**src/cxd_regs.vh**
```
// Constants for the transfer, test, trap and wait execution slice
`ifndef CXD_REGS_VH
`define CXD_REGS_VH
// ----------------------------------------
// Opcodes
// ----------------------------------------
`define CXD_OP_TRAP     8'h83
`define CXD_OP_A2F      8'h84
`define CXD_OP_F2A      8'h85
`define CXD_OP_A2X      8'h97
`define CXD_OP_X2A      8'h9f
`define CXD_OP_SP2X     8'h95
`define CXD_OP_X2SP     8'h94
`define CXD_OP_WAIT     8'h8f
`define CXD_OP_TST_DIR  8'h3d
`define CXD_OP_TST_A    8'h4d
`define CXD_OP_TST_X    8'h5d
`define CXD_OP_TST_IX1  8'h6d
`define CXD_OP_TST_IX   8'h7d
`define CXD_OP_PREFIX   8'h9e
`define CXD_OP_TST_SP1  8'h6d
// ----------------------------------------
// Cycle counts
// ----------------------------------------
`define CXD_CYC_TRAP    4'd9
`define CXD_CYC_A2F     4'd2
`define CXD_CYC_ONE     4'd1
`define CXD_CYC_SPX     4'd2
`define CXD_CYC_TST_DIR 4'd3
`define CXD_CYC_TST_IX1 4'd3
`define CXD_CYC_TST_IX  4'd2
`define CXD_CYC_TST_SP1 4'd4
// ----------------------------------------
// Flag positions, reset values, fixed flag bits and vector addresses
// ----------------------------------------
`define CXD_F_V         7
`define CXD_F_H         4
`define CXD_F_I         3
`define CXD_F_N         2
`define CXD_F_Z         1
`define CXD_F_C         0
`define CXD_FLAGS_RST   8'h68
`define CXD_FLAGS_FIX   8'h60
`define CXD_SP_RST      16'h00ff
`define CXD_VEC_HI      16'hfffc
`define CXD_VEC_LO      16'hfffd
`endif

```
**src/cxd_test_alu.v**
```verilog
// Test-for-sign-or-zero flag computation
`timescale 1ns/1ps
module cxd_test_alu (
  input  wire [7:0] operand_i,
  input  wire [7:0] flags_i,
  output wire [7:0] flags_o
);
  // ----------------------------------------
  // Operand minus zero: V cleared, N and Z from value
  // ----------------------------------------
  assign flags_o = {1'b0, flags_i[6:3], operand_i[7], (operand_i == 8'h00), flags_i[0]};
endmodule // cxd_test_alu

```
**src/cxd_exec.v**
```verilog
// Execution core for transfer, test, trap and wait instructions
// Operation
// - Trap advances PC, pushes PROGRAM_COUNTER_LOW, PROGRAM_COUNTER_HIGH, X, A, flags; SP decrements; 9 cycles.
// - After trap stacking set interrupt mask; other flags kept.
// - Trap loads PC high from vector high, then low from vector low.
// - Acc-to-flags copies accumulator to all six flags in 2 cycles.
// - Acc-to-index copies accumulator to index low, flags kept, 1 cycle.
// - Flags-to-acc copies flags into accumulator, flags kept, 1 cycle.
// - Test subtracts zero, clears V, sets N and Z from the value, keeps others.
// - Test opcodes 3D,4D,5D,6D,7D,9E6D with 3,1,1,3,2,4 cycles.
// - SP-to-index loads H:X with SP plus one in 2 cycles.
// - Index-to-acc copies index low into accumulator, 1 cycle.
// - Index-to-SP loads SP with H:X minus one in 2 cycles.
// - Wait clears interrupt mask then halts until interrupt; 1 cycle.
`timescale 1ns/1ps
`include "cxd_regs.vh"
module cxd_exec (
  input  wire        clock_i,
  input  wire        rstn_i,
  input  wire        op_valid_i,
  input  wire [7:0]  op_i,
  input  wire [7:0]  op2_i,
  input  wire [7:0]  operand_i,
  input  wire [7:0]  mem_rdata_i,
  input  wire        irq_i,
  output reg         op_ready_o,
  output reg         mem_we_o,
  output reg         mem_re_o,
  output reg  [15:0] mem_addr_o,
  output reg  [7:0]  mem_wdata_o,
  output reg  [15:0] pc_o,
  output reg  [7:0]  acc_o,
  output reg  [7:0]  idx_hi_o,
  output reg  [7:0]  idx_lo_o,
  output reg  [15:0] sp_o,
  output reg  [7:0]  flags_o,
  output reg         halted_o
);
  // ----------------------------------------
  // States
  // ----------------------------------------
  localparam ST_IDLE  = 3'd0;
  localparam ST_BUSY  = 3'd1;
  localparam ST_PUSH  = 3'd2;
  localparam ST_VECH  = 3'd3;
  localparam ST_VECL  = 3'd4;
  localparam ST_WAIT  = 3'd5;
  localparam ST_VREQ  = 3'd6;

  reg  [2:0] state;
  reg  [3:0] cnt;
  reg  [2:0] push_idx;
  reg  [7:0] pend_flags;
  reg        irq_s1;
  reg        irq_s2;
  wire [7:0] tst_acc_flags;
  wire [7:0] tst_x_flags;
  wire [7:0] tst_mem_flags;

  // Cycle count for a decoded opcode, zero when not in this slice
  function [3:0] cyc_of;
    input [7:0] op;
    input [7:0] op2;
    begin
      case (op)
        `CXD_OP_TRAP:    cyc_of = `CXD_CYC_TRAP;
        `CXD_OP_A2F:     cyc_of = `CXD_CYC_A2F;
        `CXD_OP_F2A:     cyc_of = `CXD_CYC_ONE;
        `CXD_OP_A2X:     cyc_of = `CXD_CYC_ONE;
        `CXD_OP_X2A:     cyc_of = `CXD_CYC_ONE;
        `CXD_OP_SP2X:    cyc_of = `CXD_CYC_SPX;
        `CXD_OP_X2SP:    cyc_of = `CXD_CYC_SPX;
        `CXD_OP_WAIT:    cyc_of = `CXD_CYC_ONE;
        `CXD_OP_TST_DIR: cyc_of = `CXD_CYC_TST_DIR;
        `CXD_OP_TST_A:   cyc_of = `CXD_CYC_ONE;
        `CXD_OP_TST_X:   cyc_of = `CXD_CYC_ONE;
        `CXD_OP_TST_IX1: cyc_of = `CXD_CYC_TST_IX1;
        `CXD_OP_TST_IX:  cyc_of = `CXD_CYC_TST_IX;
        `CXD_OP_PREFIX:  cyc_of = (op2 == `CXD_OP_TST_SP1) ? `CXD_CYC_TST_SP1 : 4'd0;
        default:         cyc_of = 4'd0;
      endcase
    end
  endfunction

  // ----------------------------------------
  // Test flag units
  // ----------------------------------------
  cxd_test_alu u_tst_a (
    .operand_i (acc_o),
    .flags_i   (flags_o),
    .flags_o   (tst_acc_flags)
  );
  cxd_test_alu u_tst_x (
    .operand_i (idx_lo_o),
    .flags_i   (flags_o),
    .flags_o   (tst_x_flags)
  );
  cxd_test_alu u_tst_m (
    .operand_i (operand_i),
    .flags_i   (flags_o),
    .flags_o   (tst_mem_flags)
  );

  // Interrupt request synchroniser
  always @(posedge clock_i or negedge rstn_i) begin
    if (!rstn_i) begin
      irq_s1 <= 1'b0;
      irq_s2 <= 1'b0;
    end else begin
      irq_s1 <= irq_i;
      irq_s2 <= irq_s1;
    end
  end

  // ----------------------------------------
  // Main sequencer
  // ----------------------------------------
  always @(posedge clock_i or negedge rstn_i) begin
    if (!rstn_i) begin
      state       <= ST_IDLE;
      cnt         <= 4'd0;
      push_idx    <= 3'd0;
      pend_flags  <= 8'h00;
      op_ready_o  <= 1'b1;
      mem_we_o    <= 1'b0;
      mem_re_o    <= 1'b0;
      mem_addr_o  <= 16'h0000;
      mem_wdata_o <= 8'h00;
      pc_o        <= 16'h0000;
      acc_o       <= 8'h00;
      idx_hi_o    <= 8'h00;
      idx_lo_o    <= 8'h00;
      sp_o        <= `CXD_SP_RST;
      flags_o     <= `CXD_FLAGS_RST;
      halted_o    <= 1'b0;
    end else begin
      mem_we_o <= 1'b0;
      mem_re_o <= 1'b0;
      case (state)
        ST_IDLE: begin
          if (op_valid_i && cyc_of(op_i, op2_i) != 4'd0) begin
            op_ready_o <= 1'b0;
            cnt        <= cyc_of(op_i, op2_i) - 4'd1;
            state      <= ST_BUSY;
            case (op_i)
              `CXD_OP_TRAP: begin
                pc_o     <= pc_o + 16'h0001;
                push_idx <= 3'd0;
                state    <= ST_PUSH;
              end
              `CXD_OP_A2F:  pend_flags <= acc_o | `CXD_FLAGS_FIX;
              `CXD_OP_F2A:  acc_o <= flags_o;
              `CXD_OP_A2X:  idx_lo_o <= acc_o;
              `CXD_OP_X2A:  acc_o <= idx_lo_o;
              `CXD_OP_SP2X: {idx_hi_o, idx_lo_o} <= sp_o + 16'h0001;
              `CXD_OP_X2SP: sp_o <= {idx_hi_o, idx_lo_o} - 16'h0001;
              `CXD_OP_WAIT: begin
                flags_o[`CXD_F_I] <= 1'b0;
                halted_o          <= 1'b1;
                state             <= ST_WAIT;
              end
              `CXD_OP_TST_A: flags_o <= tst_acc_flags;
              `CXD_OP_TST_X: flags_o <= tst_x_flags;
              default:       pend_flags <= tst_mem_flags;
            endcase
            if (cyc_of(op_i, op2_i) == `CXD_CYC_ONE && op_i != `CXD_OP_WAIT) begin
              op_ready_o <= 1'b1;
              state      <= ST_IDLE;
            end
          end
        end
        ST_BUSY: begin
          cnt <= cnt - 4'd1;
          if (cnt == 4'd1) begin
            // Flag updates of multi-cycle ops other than trap land on the final cycle
            if (op_i == `CXD_OP_A2F || op_i == `CXD_OP_PREFIX || op_i[3:0] == 4'hd)
              flags_o <= pend_flags;
            op_ready_o <= 1'b1;
            state      <= ST_IDLE;
          end
        end
        ST_PUSH: begin
          cnt         <= cnt - 4'd1;
          mem_we_o    <= 1'b1;
          mem_addr_o  <= sp_o;
          sp_o        <= sp_o - 16'h0001;
          push_idx    <= push_idx + 3'd1;
          case (push_idx)
            3'd0:    mem_wdata_o <= pc_o[7:0];
            3'd1:    mem_wdata_o <= pc_o[15:8];
            3'd2:    mem_wdata_o <= idx_lo_o;
            3'd3:    mem_wdata_o <= acc_o;
            default: mem_wdata_o <= flags_o;
          endcase
          if (push_idx == 3'd4) begin
            flags_o[`CXD_F_I] <= 1'b1;
            state             <= ST_VREQ;
          end
        end
        // Vector read starts a cycle after the last push so no write shares the address
        ST_VREQ: begin
          cnt        <= cnt - 4'd1;
          mem_re_o   <= 1'b1;
          mem_addr_o <= `CXD_VEC_HI;
          state      <= ST_VECH;
        end
        ST_VECH: begin
          cnt        <= cnt - 4'd1;
          pc_o[15:8] <= mem_rdata_i;
          mem_re_o   <= 1'b1;
          mem_addr_o <= `CXD_VEC_LO;
          state      <= ST_VECL;
        end
        ST_VECL: begin
          cnt       <= cnt - 4'd1;
          pc_o[7:0] <= mem_rdata_i;
          state     <= ST_BUSY;
          if (cnt <= 4'd1) begin
            op_ready_o <= 1'b1;
            state      <= ST_IDLE;
          end
        end
        ST_WAIT: begin
          // Sequencer idles with halted_o set; a synchronised interrupt with the mask clear restarts into trap stacking
          if (irq_s2 && !flags_o[`CXD_F_I]) begin
            halted_o <= 1'b0;
            pc_o     <= pc_o + 16'h0001;
            push_idx <= 3'd0;
            cnt      <= `CXD_CYC_TRAP - 4'd1;
            state    <= ST_PUSH;
          end
        end
        default: state <= ST_IDLE;
      endcase
    end
  end
endmodule // cxd_exec

```
**config.mk**
```make
export PLATFORM = sky130hd
export DESIGN_NAME = cxd_exec
export DESIGN_NICKNAME = d
export VERILOG_FILES = /design/src/cxd_test_alu.v /design/src/cxd_exec.v
export VERILOG_INCLUDE_DIRS = /design/src
export SDC_FILE = /design/constraint.sdc
export NUM_CORES = 1
export LEC_CHECK = 0
export BUFFER_PORTS_ARGS = -buffer_cell sky130_fd_sc_hd__buf_2
export CORE_ASPECT_RATIO = 0.8
export CORE_MARGIN = 5
export CORE_UTILIZATION = 35
export CTS_CLUSTER_DIAMETER = 100
export DETAILED_ROUTE_END_ITERATION = 8
export PLACE_DENSITY = 0.53
export SYNTH_ARGS = -nofsm -noshare
export SYNTH_HDL_FRONTEND = slang
export SYNTH_SLANG_ARGS = --single-unit
```
**constraint.sdc**
```tcl
create_clock -name clock_i -period 3.6 [get_ports clock_i]
set_input_delay 0.54 -clock clock_i [delete_from_list [all_inputs] [get_ports clock_i]]
set_output_delay 0.54 -clock clock_i [all_outputs]
set_load 0.005 [all_outputs]
```
==> results of run 1 <==
how the worst max path moves through the flow:
stage	start	endpoint	slack, ps
6_report	op_i[5]	acc_o[6]	650
5_1_grt	state[0]	sp_o[14]	500
4_1_cts	op_i[5]	acc_o[6]	670
3_5_place_dp	op_i[5]	acc_o[6]	290
3_3_place_gp	op_i[5]	acc_o[2]	300
2_1_floorplan	op_i[5]	acc_o[1]	590
layout by cell type (no fill, tap or decap), types with 8 or more instances in the layout:
| cell | synthesis | layout |
|---|---|---|
| buf_2 | 16 | 126 |
| dfrtp_1 | 100 | 100 |
| nand2_1 | 82 | 82 |
| nor2_1 | 69 | 69 |
| o21ai_0 | 56 | 56 |
| a21oi_1 | 55 | 55 |
| buf_4 | 0 | 33 |
| nand3_1 | 29 | 29 |
| nor3_1 | 28 | 28 |
| mux2_2 | 28 | 28 |
| inv_1 | 25 | 25 |
| a22oi_1 | 19 | 19 |
| mux2i_1 | 15 | 15 |
| nand4_1 | 14 | 14 |
| ha_1 | 13 | 13 |
| o22a_1 | 12 | 12 |
| nor4_1 | 12 | 12 |
| dfstp_2 | 12 | 12 |
| xor2_1 | 11 | 11 |
| or3_1 | 11 | 11 |
| nand4b_1 | 10 | 10 |
| o31ai_1 | 10 | 10 |
| a2bb2oi_1 | 9 | 9 |
| clkbuf_16 | 0 | 9 |
| o22ai_1 | 8 | 8 |
registers in the layout, indices dropped and copies added, names as in the netlist, 3 cells and up:
name         cells
sp_o            16
idx_hi_o         8
mem_addr_o      16
push_idx         3
mem_wdata_o      8
acc_o            8
cnt              4
state            3
pend_flags       8
idx_lo_o         8
pc_o            16
flags_o          8
layer usage:
| layer | vias to the layer above | routed length (um) | global-route usage, % |
|---|---|---|---|
| met5 | - | 0 | 0 |
| met4 | 0 | 301 | 4.08 |
| met3 | 20 | 1810 | 4.74 |
| met2 | 242 | 9860 | 28.0 |
| met1 | 3297 | 11800 | 31.0 |
| li1 | 3287 | - | - |
power by group:
| part | switching [mW] | internal, mW | total (mW) | leakage, nW |
|---|---|---|---|---|
| Combinational | 0.472 | 0.386 | 0.857 | 2.16 |
| Sequential | 0.207 | 1.42 | 1.62 | 1.34 |
| Clock | 0.543 | 0.566 | 1.11 | 0.159 |
| Total | 1.22 | 2.37 | 3.59 | 3.65 |
kinds of logic (layout without fill, tap and decap cells):
logic type                 after synthesis  after routing  share of synthesized area (%)
xor gates and xnor gates                18             18                           2.19
DFF                                    112            112                           39.1
buffers and inverters                   85            200                           4.80
muxes                                   45             45                           6.76
and+or+nand+nor                        301            301                           21.5
AOI/OAI and AO/OA                      245            245                           23.4
adders and majority gates               13             13                           2.25
synthesized netlist by cell type, drive strengths merged, types with 3 or more instances:
cell type	n	area share (%)
or4	3	0.36
nand2b	6	0.52
and2	5	0.43
nand4	14	1.2
a21boi	3	0.31
mux2i	15	2.1
a2bb2oi	9	1.1
inv	25	1.3
nor2	69	3.6
o21ai	61	4.2
o22a	12	1.5
ha	13	2.3
nor3	29	2.1
a2111oi	4	0.85
o31ai	10	1.0
dfrtp	100	35
nand4bb	3	0.47
a22oi	19	2.0
dfstp	12	4.4
xnor2	7	0.85
o211a	4	0.55
nand4b	10	1.2
a211oi	8	1.0
nand3	29	2.0
and4	4	0.49
a311oi	3	0.61
xor2	11	1.3
a221oi	3	0.36
a21oi	55	3.8
o21a	6	0.73
clkbuf	36	1.9
and3	4	0.35
nor4	14	1.4
buf	24	1.6
mux2	30	4.7
o211ai	7	0.73
o311ai	5	0.61
nand2	82	4.3
or3b	3	0.36
o22ai	8	0.69
or4b	5	0.69
a22o	3	0.36
a31oi	6	0.52
or3	11	0.95
stage by stage:
| stage | hold WS (ps) | instances | setup slack [ps] | util, % |
|---|---|---|---|---|
| finish | 203 | 1203 | 645 | 41.5 |
| global route | 254 | 1203 | 496 | 41.5 |
| CTS | 236 | 1203 | 672 | 41.5 |
| detailed placement | 342 | 1187 | 289 | 40.0 |
| global placement | 337 | 1187 | 304 | 40.0 |
| floorplan | 244 | 819 | 587 | - |
area by class of cell:
cell class	count	area [um2]	share of cell area, %
Sequential cell	112	2820	33.2
Clock buffer	9	225	2.65
Timing Repair Buffer	159	878	10.3
Clock inverter	7	97.6	1.15
Inverter	25	93.8	1.10
Tap cell	269	337	3.96
Multi-Input combinational cell	622	4050	47.7
==> flow_summary.html, run 1 <==
<table>
<tr><th>Metric</th><th>Value</th></tr>
<tr><th colspan="2">Clock network</th></tr>
<tr><td>Register clock-pin slew on the reported worst setup and hold paths</td><td>80 ps</td></tr>
<tr><td>Clock tree buffer depth</td><td>2</td></tr>
<tr><td>CTS tree</td><td>done</td></tr>
<tr><td>CTS sink cnt</td><td>112</td></tr>
<tr><td>Count of instances resized after the clock tree is built</td><td>0</td></tr>
<tr><td>Clock tree root driver cell</td><td>clkbuf_16</td></tr>
<tr><td>Clock latency reported for the late side of the worst-skew pair</td><td>370 ps</td></tr>
<tr><td>H-tree depth</td><td>3</td></tr>
<tr><td>Number of hold buffers added after CTS</td><td>0</td></tr>
<tr><td>Number of buffers added by the clock tree synthesis step</td><td>9</td></tr>
<tr><td>Setup repair bufs after CTS</td><td>0</td></tr>
<tr><th colspan="2">Logic synthesis</th></tr>
<tr><td>Cell area after synthesis</td><td>7210 um2</td></tr>
<tr><td>Warnings from Yosys</td><td>0</td></tr>
<tr><td>Net count after synthesis</td><td>868</td></tr>
<tr><td>Synth Instances</td><td>819</td></tr>
<tr><td>Yosys reg bits</td><td>112</td></tr>
<tr><td>Average cell area after synthesis</td><td>8.81 um2</td></tr>
<tr><td>Unique cell type count in the Yosys netlist</td><td>79</td></tr>
<tr><td>Share of synthesized area occupied by flip-flops and latches</td><td>39.1%</td></tr>
<tr><td>Post-synth EDFFs</td><td>0</td></tr>
<tr><td>Most frequently used flop master after synthesis</td><td>dfrtp_1</td></tr>
<tr><td>Proportion of register bits with asynchronous set or reset after synthesis</td><td>100%</td></tr>
<tr><th colspan="2">Global route</th></tr>
<tr><td>Antenna violations before repair</td><td>0</td></tr>
<tr><td>Wire length of the first global-routing pass</td><td>37.7 mm</td></tr>
<tr><td>Maximum number of pins on one net before global-route repair</td><td>51</td></tr>
<tr><td>Overflow after GRT</td><td>0</td></tr>
<tr><td>Vias in the first global route</td><td>6321</td></tr>
<tr><td>Overall fraction of global-route tracks in use</td><td>19.9%</td></tr>
<tr><th colspan="2">Critical path</th></tr>
<tr><td>Cell class contributing the biggest share of worst-path delay</td><td>compound AO/OA/AOI/OAI gates</td></tr>
<tr><td>Slowest-stage cell, CP</td><td>a211oi_4</td></tr>
<tr><td>Minimum setup slack among reg-to-reg paths</td><td>670 ps</td></tr>
<tr><td>Worst Setup Start Kind</td><td>primary input</td></tr>
<tr><td>Largest stage delay, worst path</td><td>540 ps</td></tr>
<tr><td>Path type of the worst setup path</td><td>in -&gt; reg</td></tr>
<tr><td>Reg-to-Reg Start</td><td>state[0]</td></tr>
<tr><td>Arrival time at the worst endpoint</td><td>3210 ps</td></tr>
<tr><td>Critical-path cell list</td><td>buf_2, or3b_1, or2_2, o22a_1, nand2_1, inv_1, ha_1, inv_1, o31ai_1, a211oi_4, mux2_2</td></tr>
<tr><td>End of the worst register-to-register path</td><td>pc_o[12]</td></tr>
<tr><td>Most common cell type on the critical path</td><td>inv_1</td></tr>
<tr><td>Crit Path Max Fanout</td><td>8</td></tr>
<tr><td>CP required</td><td>3860 ps</td></tr>
<tr><td>Sort of element at the end of the critical path</td><td>register</td></tr>
<tr><td>Number of cells on the critical path</td><td>11</td></tr>
<tr><td>Buf+Inv Stages, Crit Path</td><td>3</td></tr>
<tr><td>Depth of the worst register-to-register path</td><td>6</td></tr>
<tr><th colspan="2">Finish</th></tr>
<tr><td>Fraction of final layout cells sized beyond drive strength 1</td><td>25.1%</td></tr>
<tr><td># diodes</td><td>0</td></tr>
<tr><td>Area of all placed cells without fillers</td><td>8500 um2</td></tr>
<tr><td>NumNets Final</td><td>978</td></tr>
<tr><td>Relative area change from synthesis to final layout</td><td>17.8%</td></tr>
<tr><td>Final-layout fill cell count</td><td>2094</td></tr>
<tr><th colspan="2">Detailed routing</th></tr>
<tr><td>Routed vias</td><td>6846</td></tr>
<tr><td>Number of iterations in the first detailed-routing pass</td><td>5</td></tr>
<tr><td>Total detailed-routing wirelength</td><td>23.8 mm</td></tr>
<tr><td>Via-per-instance ratio</td><td>5.69</td></tr>
<tr><td>Drt wl/cell</td><td>19.7 um</td></tr>
<tr><td>Number of design-rule violations left by the first detailed-router iteration</td><td>594</td></tr>
<tr><td>ANT nets after route</td><td>0</td></tr>
<tr><td>DRC violation count after routing</td><td>0</td></tr>
<tr><th colspan="2">STA</th></tr>
<tr><td>Slew Limit Fails</td><td>0</td></tr>
<tr><td>Final number of hold-violating endpoints</td><td>0</td></tr>
<tr><td>Final Critical Period</td><td>2950 ps</td></tr>
<tr><td>Achievable frequency</td><td>338 MHz</td></tr>
<tr><td>Transition at the pin with the smallest max-transition slack</td><td>1180 ps</td></tr>
<tr><td>Setup tns final</td><td>0 ps</td></tr>
<tr><td>Setup skew after layout</td><td>13.8 ps</td></tr>
<tr><td>RSZ-0062 raised after global routing</td><td>no</td></tr>
<tr><td>Final number of setup-violating endpoints</td><td>0</td></tr>
<tr><td>Max-Slew Margin vs Limit</td><td>21.5%</td></tr>
<tr><td>Final period util</td><td>82.1%</td></tr>
<tr><th colspan="2">Floorplanning</th></tr>
<tr><td>Site Rows</td><td>47</td></tr>
<tr><td>Height of the chip</td><td>138 um</td></tr>
<tr><td>Initial core utilization</td><td>35.3%</td></tr>
<tr><td>Die footprint</td><td>23600 um2</td></tr>
<tr><td>Num ports</td><td>128</td></tr>
<tr><td>Placeable Area</td><td>20500 um2</td></tr>
<tr><td>Width of the chip</td><td>171 um</td></tr>
<tr><th colspan="2">Power and ir drop</th></tr>
<tr><td>Power density normalized to cell area</td><td>422 nW/um2</td></tr>
<tr><td>Peak ir drop on the vdd network</td><td>0.213 mV</td></tr>
<tr><td>Final Power</td><td>3.59 mW</td></tr>
<tr><td>Leak pwr</td><td>3.65 nW</td></tr>
<tr><th colspan="2">Place</th></tr>
<tr><td>Cell area after placement</td><td>8180 um2</td></tr>
<tr><td>Port Buf Inserts</td><td>127</td></tr>
<tr><td>HPWL after detailed placement</td><td>17.7 mm</td></tr>
<tr><td>Global placer's final weighted congestion</td><td>0.854</td></tr>
<tr><th colspan="2">Hold path</th></tr>
<tr><td>Hold/Removal Path Class</td><td>in -&gt; async</td></tr>
<tr><th colspan="2">Job</th></tr>
<tr><td>Max-capacitance violation count</td><td>0</td></tr>
<tr><th colspan="2">Status</th></tr>
<tr><td>Outcome</td><td>complete, no violations</td></tr>
</table>
(Power assumes the default switching activity.)
==> run 2: changes to the inputs <==
==> constraint.sdc (replaced) <==
create_clock -name clock_i -period 3.05 [get_ports clock_i]
set_input_delay 0.4575 -clock clock_i [delete_from_list [all_inputs] [get_ports clock_i]]
set_output_delay 0.4575 -clock clock_i [all_outputs]
set_load 0.005 [all_outputs]
==> flow_summary.html, run 2 (synthesis gave the netlist of run 1 again) <==
<table>
<tr><th>Metric</th><th>Value</th></tr>
<tr><th colspan="2">Global route</th></tr>
<tr><td>Overflow after GRT</td><td>0 (unchanged)</td></tr>
<tr><td>Overall fraction of global-route tracks in use</td><td>19.9% (about the same)</td></tr>
<tr><td>Maximum number of pins on one net before global-route repair</td><td>61 (+20%)</td></tr>
<tr><td>Wire length of the first global-routing pass</td><td>37.9 mm (+0.70%)</td></tr>
<tr><td>Antenna violations before repair</td><td>0 (unchanged)</td></tr>
<tr><td>Vias in the first global route</td><td>6443 (+1.9%)</td></tr>
<tr><th colspan="2">Place</th></tr>
<tr><td>Port Buf Inserts</td><td>127 (unchanged)</td></tr>
<tr><td>Placement-stage worst setup slack</td><td>68.8 ps (-220 ps)</td></tr>
<tr><td>Cell area after placement</td><td>8440 um2 (+3.2%)</td></tr>
<tr><td>Global placer's final weighted congestion</td><td>0.863 (+1.1%)</td></tr>
<tr><td>HPWL after detailed placement</td><td>17.9 mm (+0.96%)</td></tr>
<tr><th colspan="2">Power and ir drop</th></tr>
<tr><td>Leak pwr</td><td>3.80 nW (+4.0%)</td></tr>
<tr><td>Logic pwr share</td><td>24.8% (+0.9 points)</td></tr>
<tr><td>Power density normalized to cell area</td><td>489 nW/um2 (+16%)</td></tr>
<tr><td>Clock network fraction of design power</td><td>30.9% (about the same)</td></tr>
<tr><td>Switching part of the total power</td><td>33.8% (-0.19 points)</td></tr>
<tr><td>Cell-internal power</td><td>2.84 mW (+20%)</td></tr>
<tr><td>Peak ir drop on the vdd network</td><td>0.311 mV (+46%)</td></tr>
<tr><td>Net switching power figure</td><td>1.45 mW (+19%)</td></tr>
<tr><td>Share of total power in sequential cells</td><td>44.3% (-0.9 points)</td></tr>
<tr><th colspan="2">STA</th></tr>
<tr><td>Transition at the pin with the smallest max-transition slack</td><td>826 ps (-351 ps)</td></tr>
<tr><td>RSZ-0062 raised after global routing</td><td>no</td></tr>
<tr><td>Setup skew after layout</td><td>16.3 ps (+2.52 ps)</td></tr>
<tr><td>Final period util</td><td>90.1%</td></tr>
<tr><td>Hold WS</td><td>67.0 ps (-136 ps)</td></tr>
<tr><td>Slew Limit Fails</td><td>0 (unchanged)</td></tr>
<tr><td>Achievable frequency</td><td>364 MHz</td></tr>
<tr><td>Final worst slack</td><td>301 ps (-344 ps)</td></tr>
<tr><td>Final number of setup-violating endpoints</td><td>0 (unchanged)</td></tr>
<tr><td>Final number of hold-violating endpoints</td><td>0 (unchanged)</td></tr>
<tr><td>Setup tns final</td><td>0 ps (unchanged)</td></tr>
<tr><td>Final Critical Period</td><td>2750 ps</td></tr>
<tr><td>Max-Slew Margin vs Limit</td><td>44.9% (+23 points)</td></tr>
<tr><th colspan="2">Finish</th></tr>
<tr><td>Most common cell after layout, fill and taps aside</td><td>buf_2</td></tr>
<tr><td>NumNets Final</td><td>1006 (+2.9%)</td></tr>
<tr><td>Area of all placed cells without fillers</td><td>8770 um2 (+3.2%)</td></tr>
<tr><td>Relative area change from synthesis to final layout</td><td>21.5%</td></tr>
<tr><td>Most used cells in the layout excluding fill and tap cells</td><td>126 x buf_2, 100 x dfrtp_1, 82 x nand2_1</td></tr>
<tr><td>Final Util</td><td>42.8% (+1.3 points)</td></tr>
<tr><td># diodes</td><td>0 (unchanged)</td></tr>
<tr><td>Fraction of final layout cells sized beyond drive strength 1</td><td>27.2% (+2.2 points)</td></tr>
<tr><td>Registers with the highest flip-flop counts</td><td>mem_addr_o (16), pc_o (16), sp_o (16)</td></tr>
<tr><th colspan="2">Critical path</th></tr>
<tr><td>Worst Setup Start Kind</td><td>register</td></tr>
<tr><td>Minimum setup slack among reg-to-reg paths</td><td>300 ps (-370 ps)</td></tr>
<tr><td>CP required</td><td>3310 ps (-550 ps)</td></tr>
<tr><td>Sort of element at the end of the critical path</td><td>register</td></tr>
<tr><td>Crit Path Max Fanout</td><td>7 (-1)</td></tr>
<tr><td>Arrival time at the worst endpoint</td><td>3000 ps (-210 ps)</td></tr>
<tr><td>Path type of the worst setup path</td><td>reg -&gt; reg</td></tr>
<tr><th colspan="2">Floorplanning</th></tr>
<tr><td>Die footprint</td><td>23600 um2 (unchanged)</td></tr>
<tr><td>Site Rows</td><td>47 (unchanged)</td></tr>
<tr><td>Num ports</td><td>128 (unchanged)</td></tr>
<tr><td>Width of the chip</td><td>171 um (unchanged)</td></tr>
<tr><td>Height of the chip</td><td>138 um (unchanged)</td></tr>
<tr><td>Initial core utilization</td><td>35.3% (unchanged)</td></tr>
<tr><td>Placeable Area</td><td>20500 um2 (unchanged)</td></tr>
<tr><th colspan="2">Clock network</th></tr>
<tr><td>CTS tree</td><td>done</td></tr>
<tr><td>Register clock-pin slew on the reported worst setup and hold paths</td><td>80 ps (about the same)</td></tr>
<tr><td>Count of instances resized after the clock tree is built</td><td>0 (unchanged)</td></tr>
<tr><td>Clock tree root driver cell</td><td>clkbuf_16</td></tr>
<tr><td>H-tree depth</td><td>3 (unchanged)</td></tr>
<tr><td>Number of hold buffers added after CTS</td><td>0 (unchanged)</td></tr>
<tr><td>Clock tree buffer depth</td><td>2 (unchanged)</td></tr>
<tr><td>CTS sink cnt</td><td>112 (unchanged)</td></tr>
<tr><td>Setup repair bufs after CTS</td><td>0 (unchanged)</td></tr>
<tr><td>Number of buffers added by the clock tree synthesis step</td><td>9 (unchanged)</td></tr>
<tr><td>Clock latency reported for the late side of the worst-skew pair</td><td>370 ps (about the same)</td></tr>
<tr><th colspan="2">Hold path</th></tr>
<tr><td>Hold/Removal Path Class</td><td>in -&gt; async</td></tr>
<tr><th colspan="2">Job</th></tr>
<tr><td>Max-capacitance violation count</td><td>0 (unchanged)</td></tr>
<tr><th colspan="2">Detailed routing</th></tr>
<tr><td>Routed vias</td><td>6978 (+1.9%)</td></tr>
<tr><td>Drt wl/cell</td><td>19.2 um (-2.5%)</td></tr>
<tr><td>Number of design-rule violations left by the first detailed-router iteration</td><td>697 (+17%)</td></tr>
<tr><td>Number of iterations in the first detailed-routing pass</td><td>5 (unchanged)</td></tr>
<tr><td>DRC violation count after routing</td><td>0 (unchanged)</td></tr>
<tr><td>Via-per-instance ratio</td><td>5.67 (-0.39%)</td></tr>
<tr><td>Total detailed-routing wirelength</td><td>23.7 mm (-0.25%)</td></tr>
<tr><td>ANT nets after route</td><td>0 (unchanged)</td></tr>
<tr><th colspan="2">Status</th></tr>
<tr><td>Outcome</td><td>complete, no violations</td></tr>
</table>
[run 2: cell types whose count changed in the layout (fill, tap and decap cells not counted), sizes merged]
cell	previous run	this run
buf	159	187
[run 2: cell type report]
| class | instances | area [um2] |
|---|---|---|
| Sequential cell | 112 | 2820 |
| Clock buffer | 9 | 225 |
| Timing Repair Buffer | 187 | 1140 |
| Tap cell | 269 | 337 |
| Inverter | 25 | 93.8 |
| Fill cell | 2068 | 11700 |
| Clock inverter | 7 | 105 |
| Multi-Input combinational cell | 622 | 4050 |
[run 2: path summary, 6_finish.rpt]
kind / end / cells after the start / from
worst max-delay path: sp_o[14] / 8 / state[2]
worst min-delay path: mem_addr_o[14] / 1 / rstn_i
worst max register to register: sp_o[14] / 8 / state[2]
min in group clock_i: irq_s1 / 1 / irq_i
max in group asynchronous: flags_o[5] / 2 / rstn_i
worst min register to register: irq_s2 / 0 / irq_s1
[run 2: metrics by stage]
| step | cells | total power [mW] |
|---|---|---|
| 3_5_place_dp | 1215 | 2.99 |
| 6_report | 1231 | 4.29 |
| 4_1_cts | 1231 | 4.32 |
| 3_3_place_gp | 1215 | 2.99 |
| 2_1_floorplan | 819 | 2.53 |
| 5_1_grt | 1231 | 4.54 |
[run 2: routing by layer]
layer | vias up | part of all wire, % | GRT usage, %
met4 | 0 | 1.4 | 4.50
met5 | - | 0 | 0
li1 | 3353 | - | -
met2 | 288 | 41 | 27.5
met1 | 3315 | 50 | 31.7
met3 | 22 | 7.7 | 4.11
[run 2: worst max-delay path, cell delays in order, from the launching register on]
cell	delay, ps
dfrtp_1	390
or3b_2	580
a21oi_1	240
ha_1	310
inv_1	90
a2111oi_1	430
buf_4	200
o21ai_0	80
a211oi_1	310
[run 2: power by group through the flow]
stage	Combinational, mW	Sequential [mW]	Clock, mW
after floorplan	0.706	1.82	0
after global placement	1.06	1.92	0
after detailed placement	1.06	1.93	0
after CTS	1.07	1.90	1.36
after global routing	1.19	1.93	1.41
final	1.06	1.90	1.32
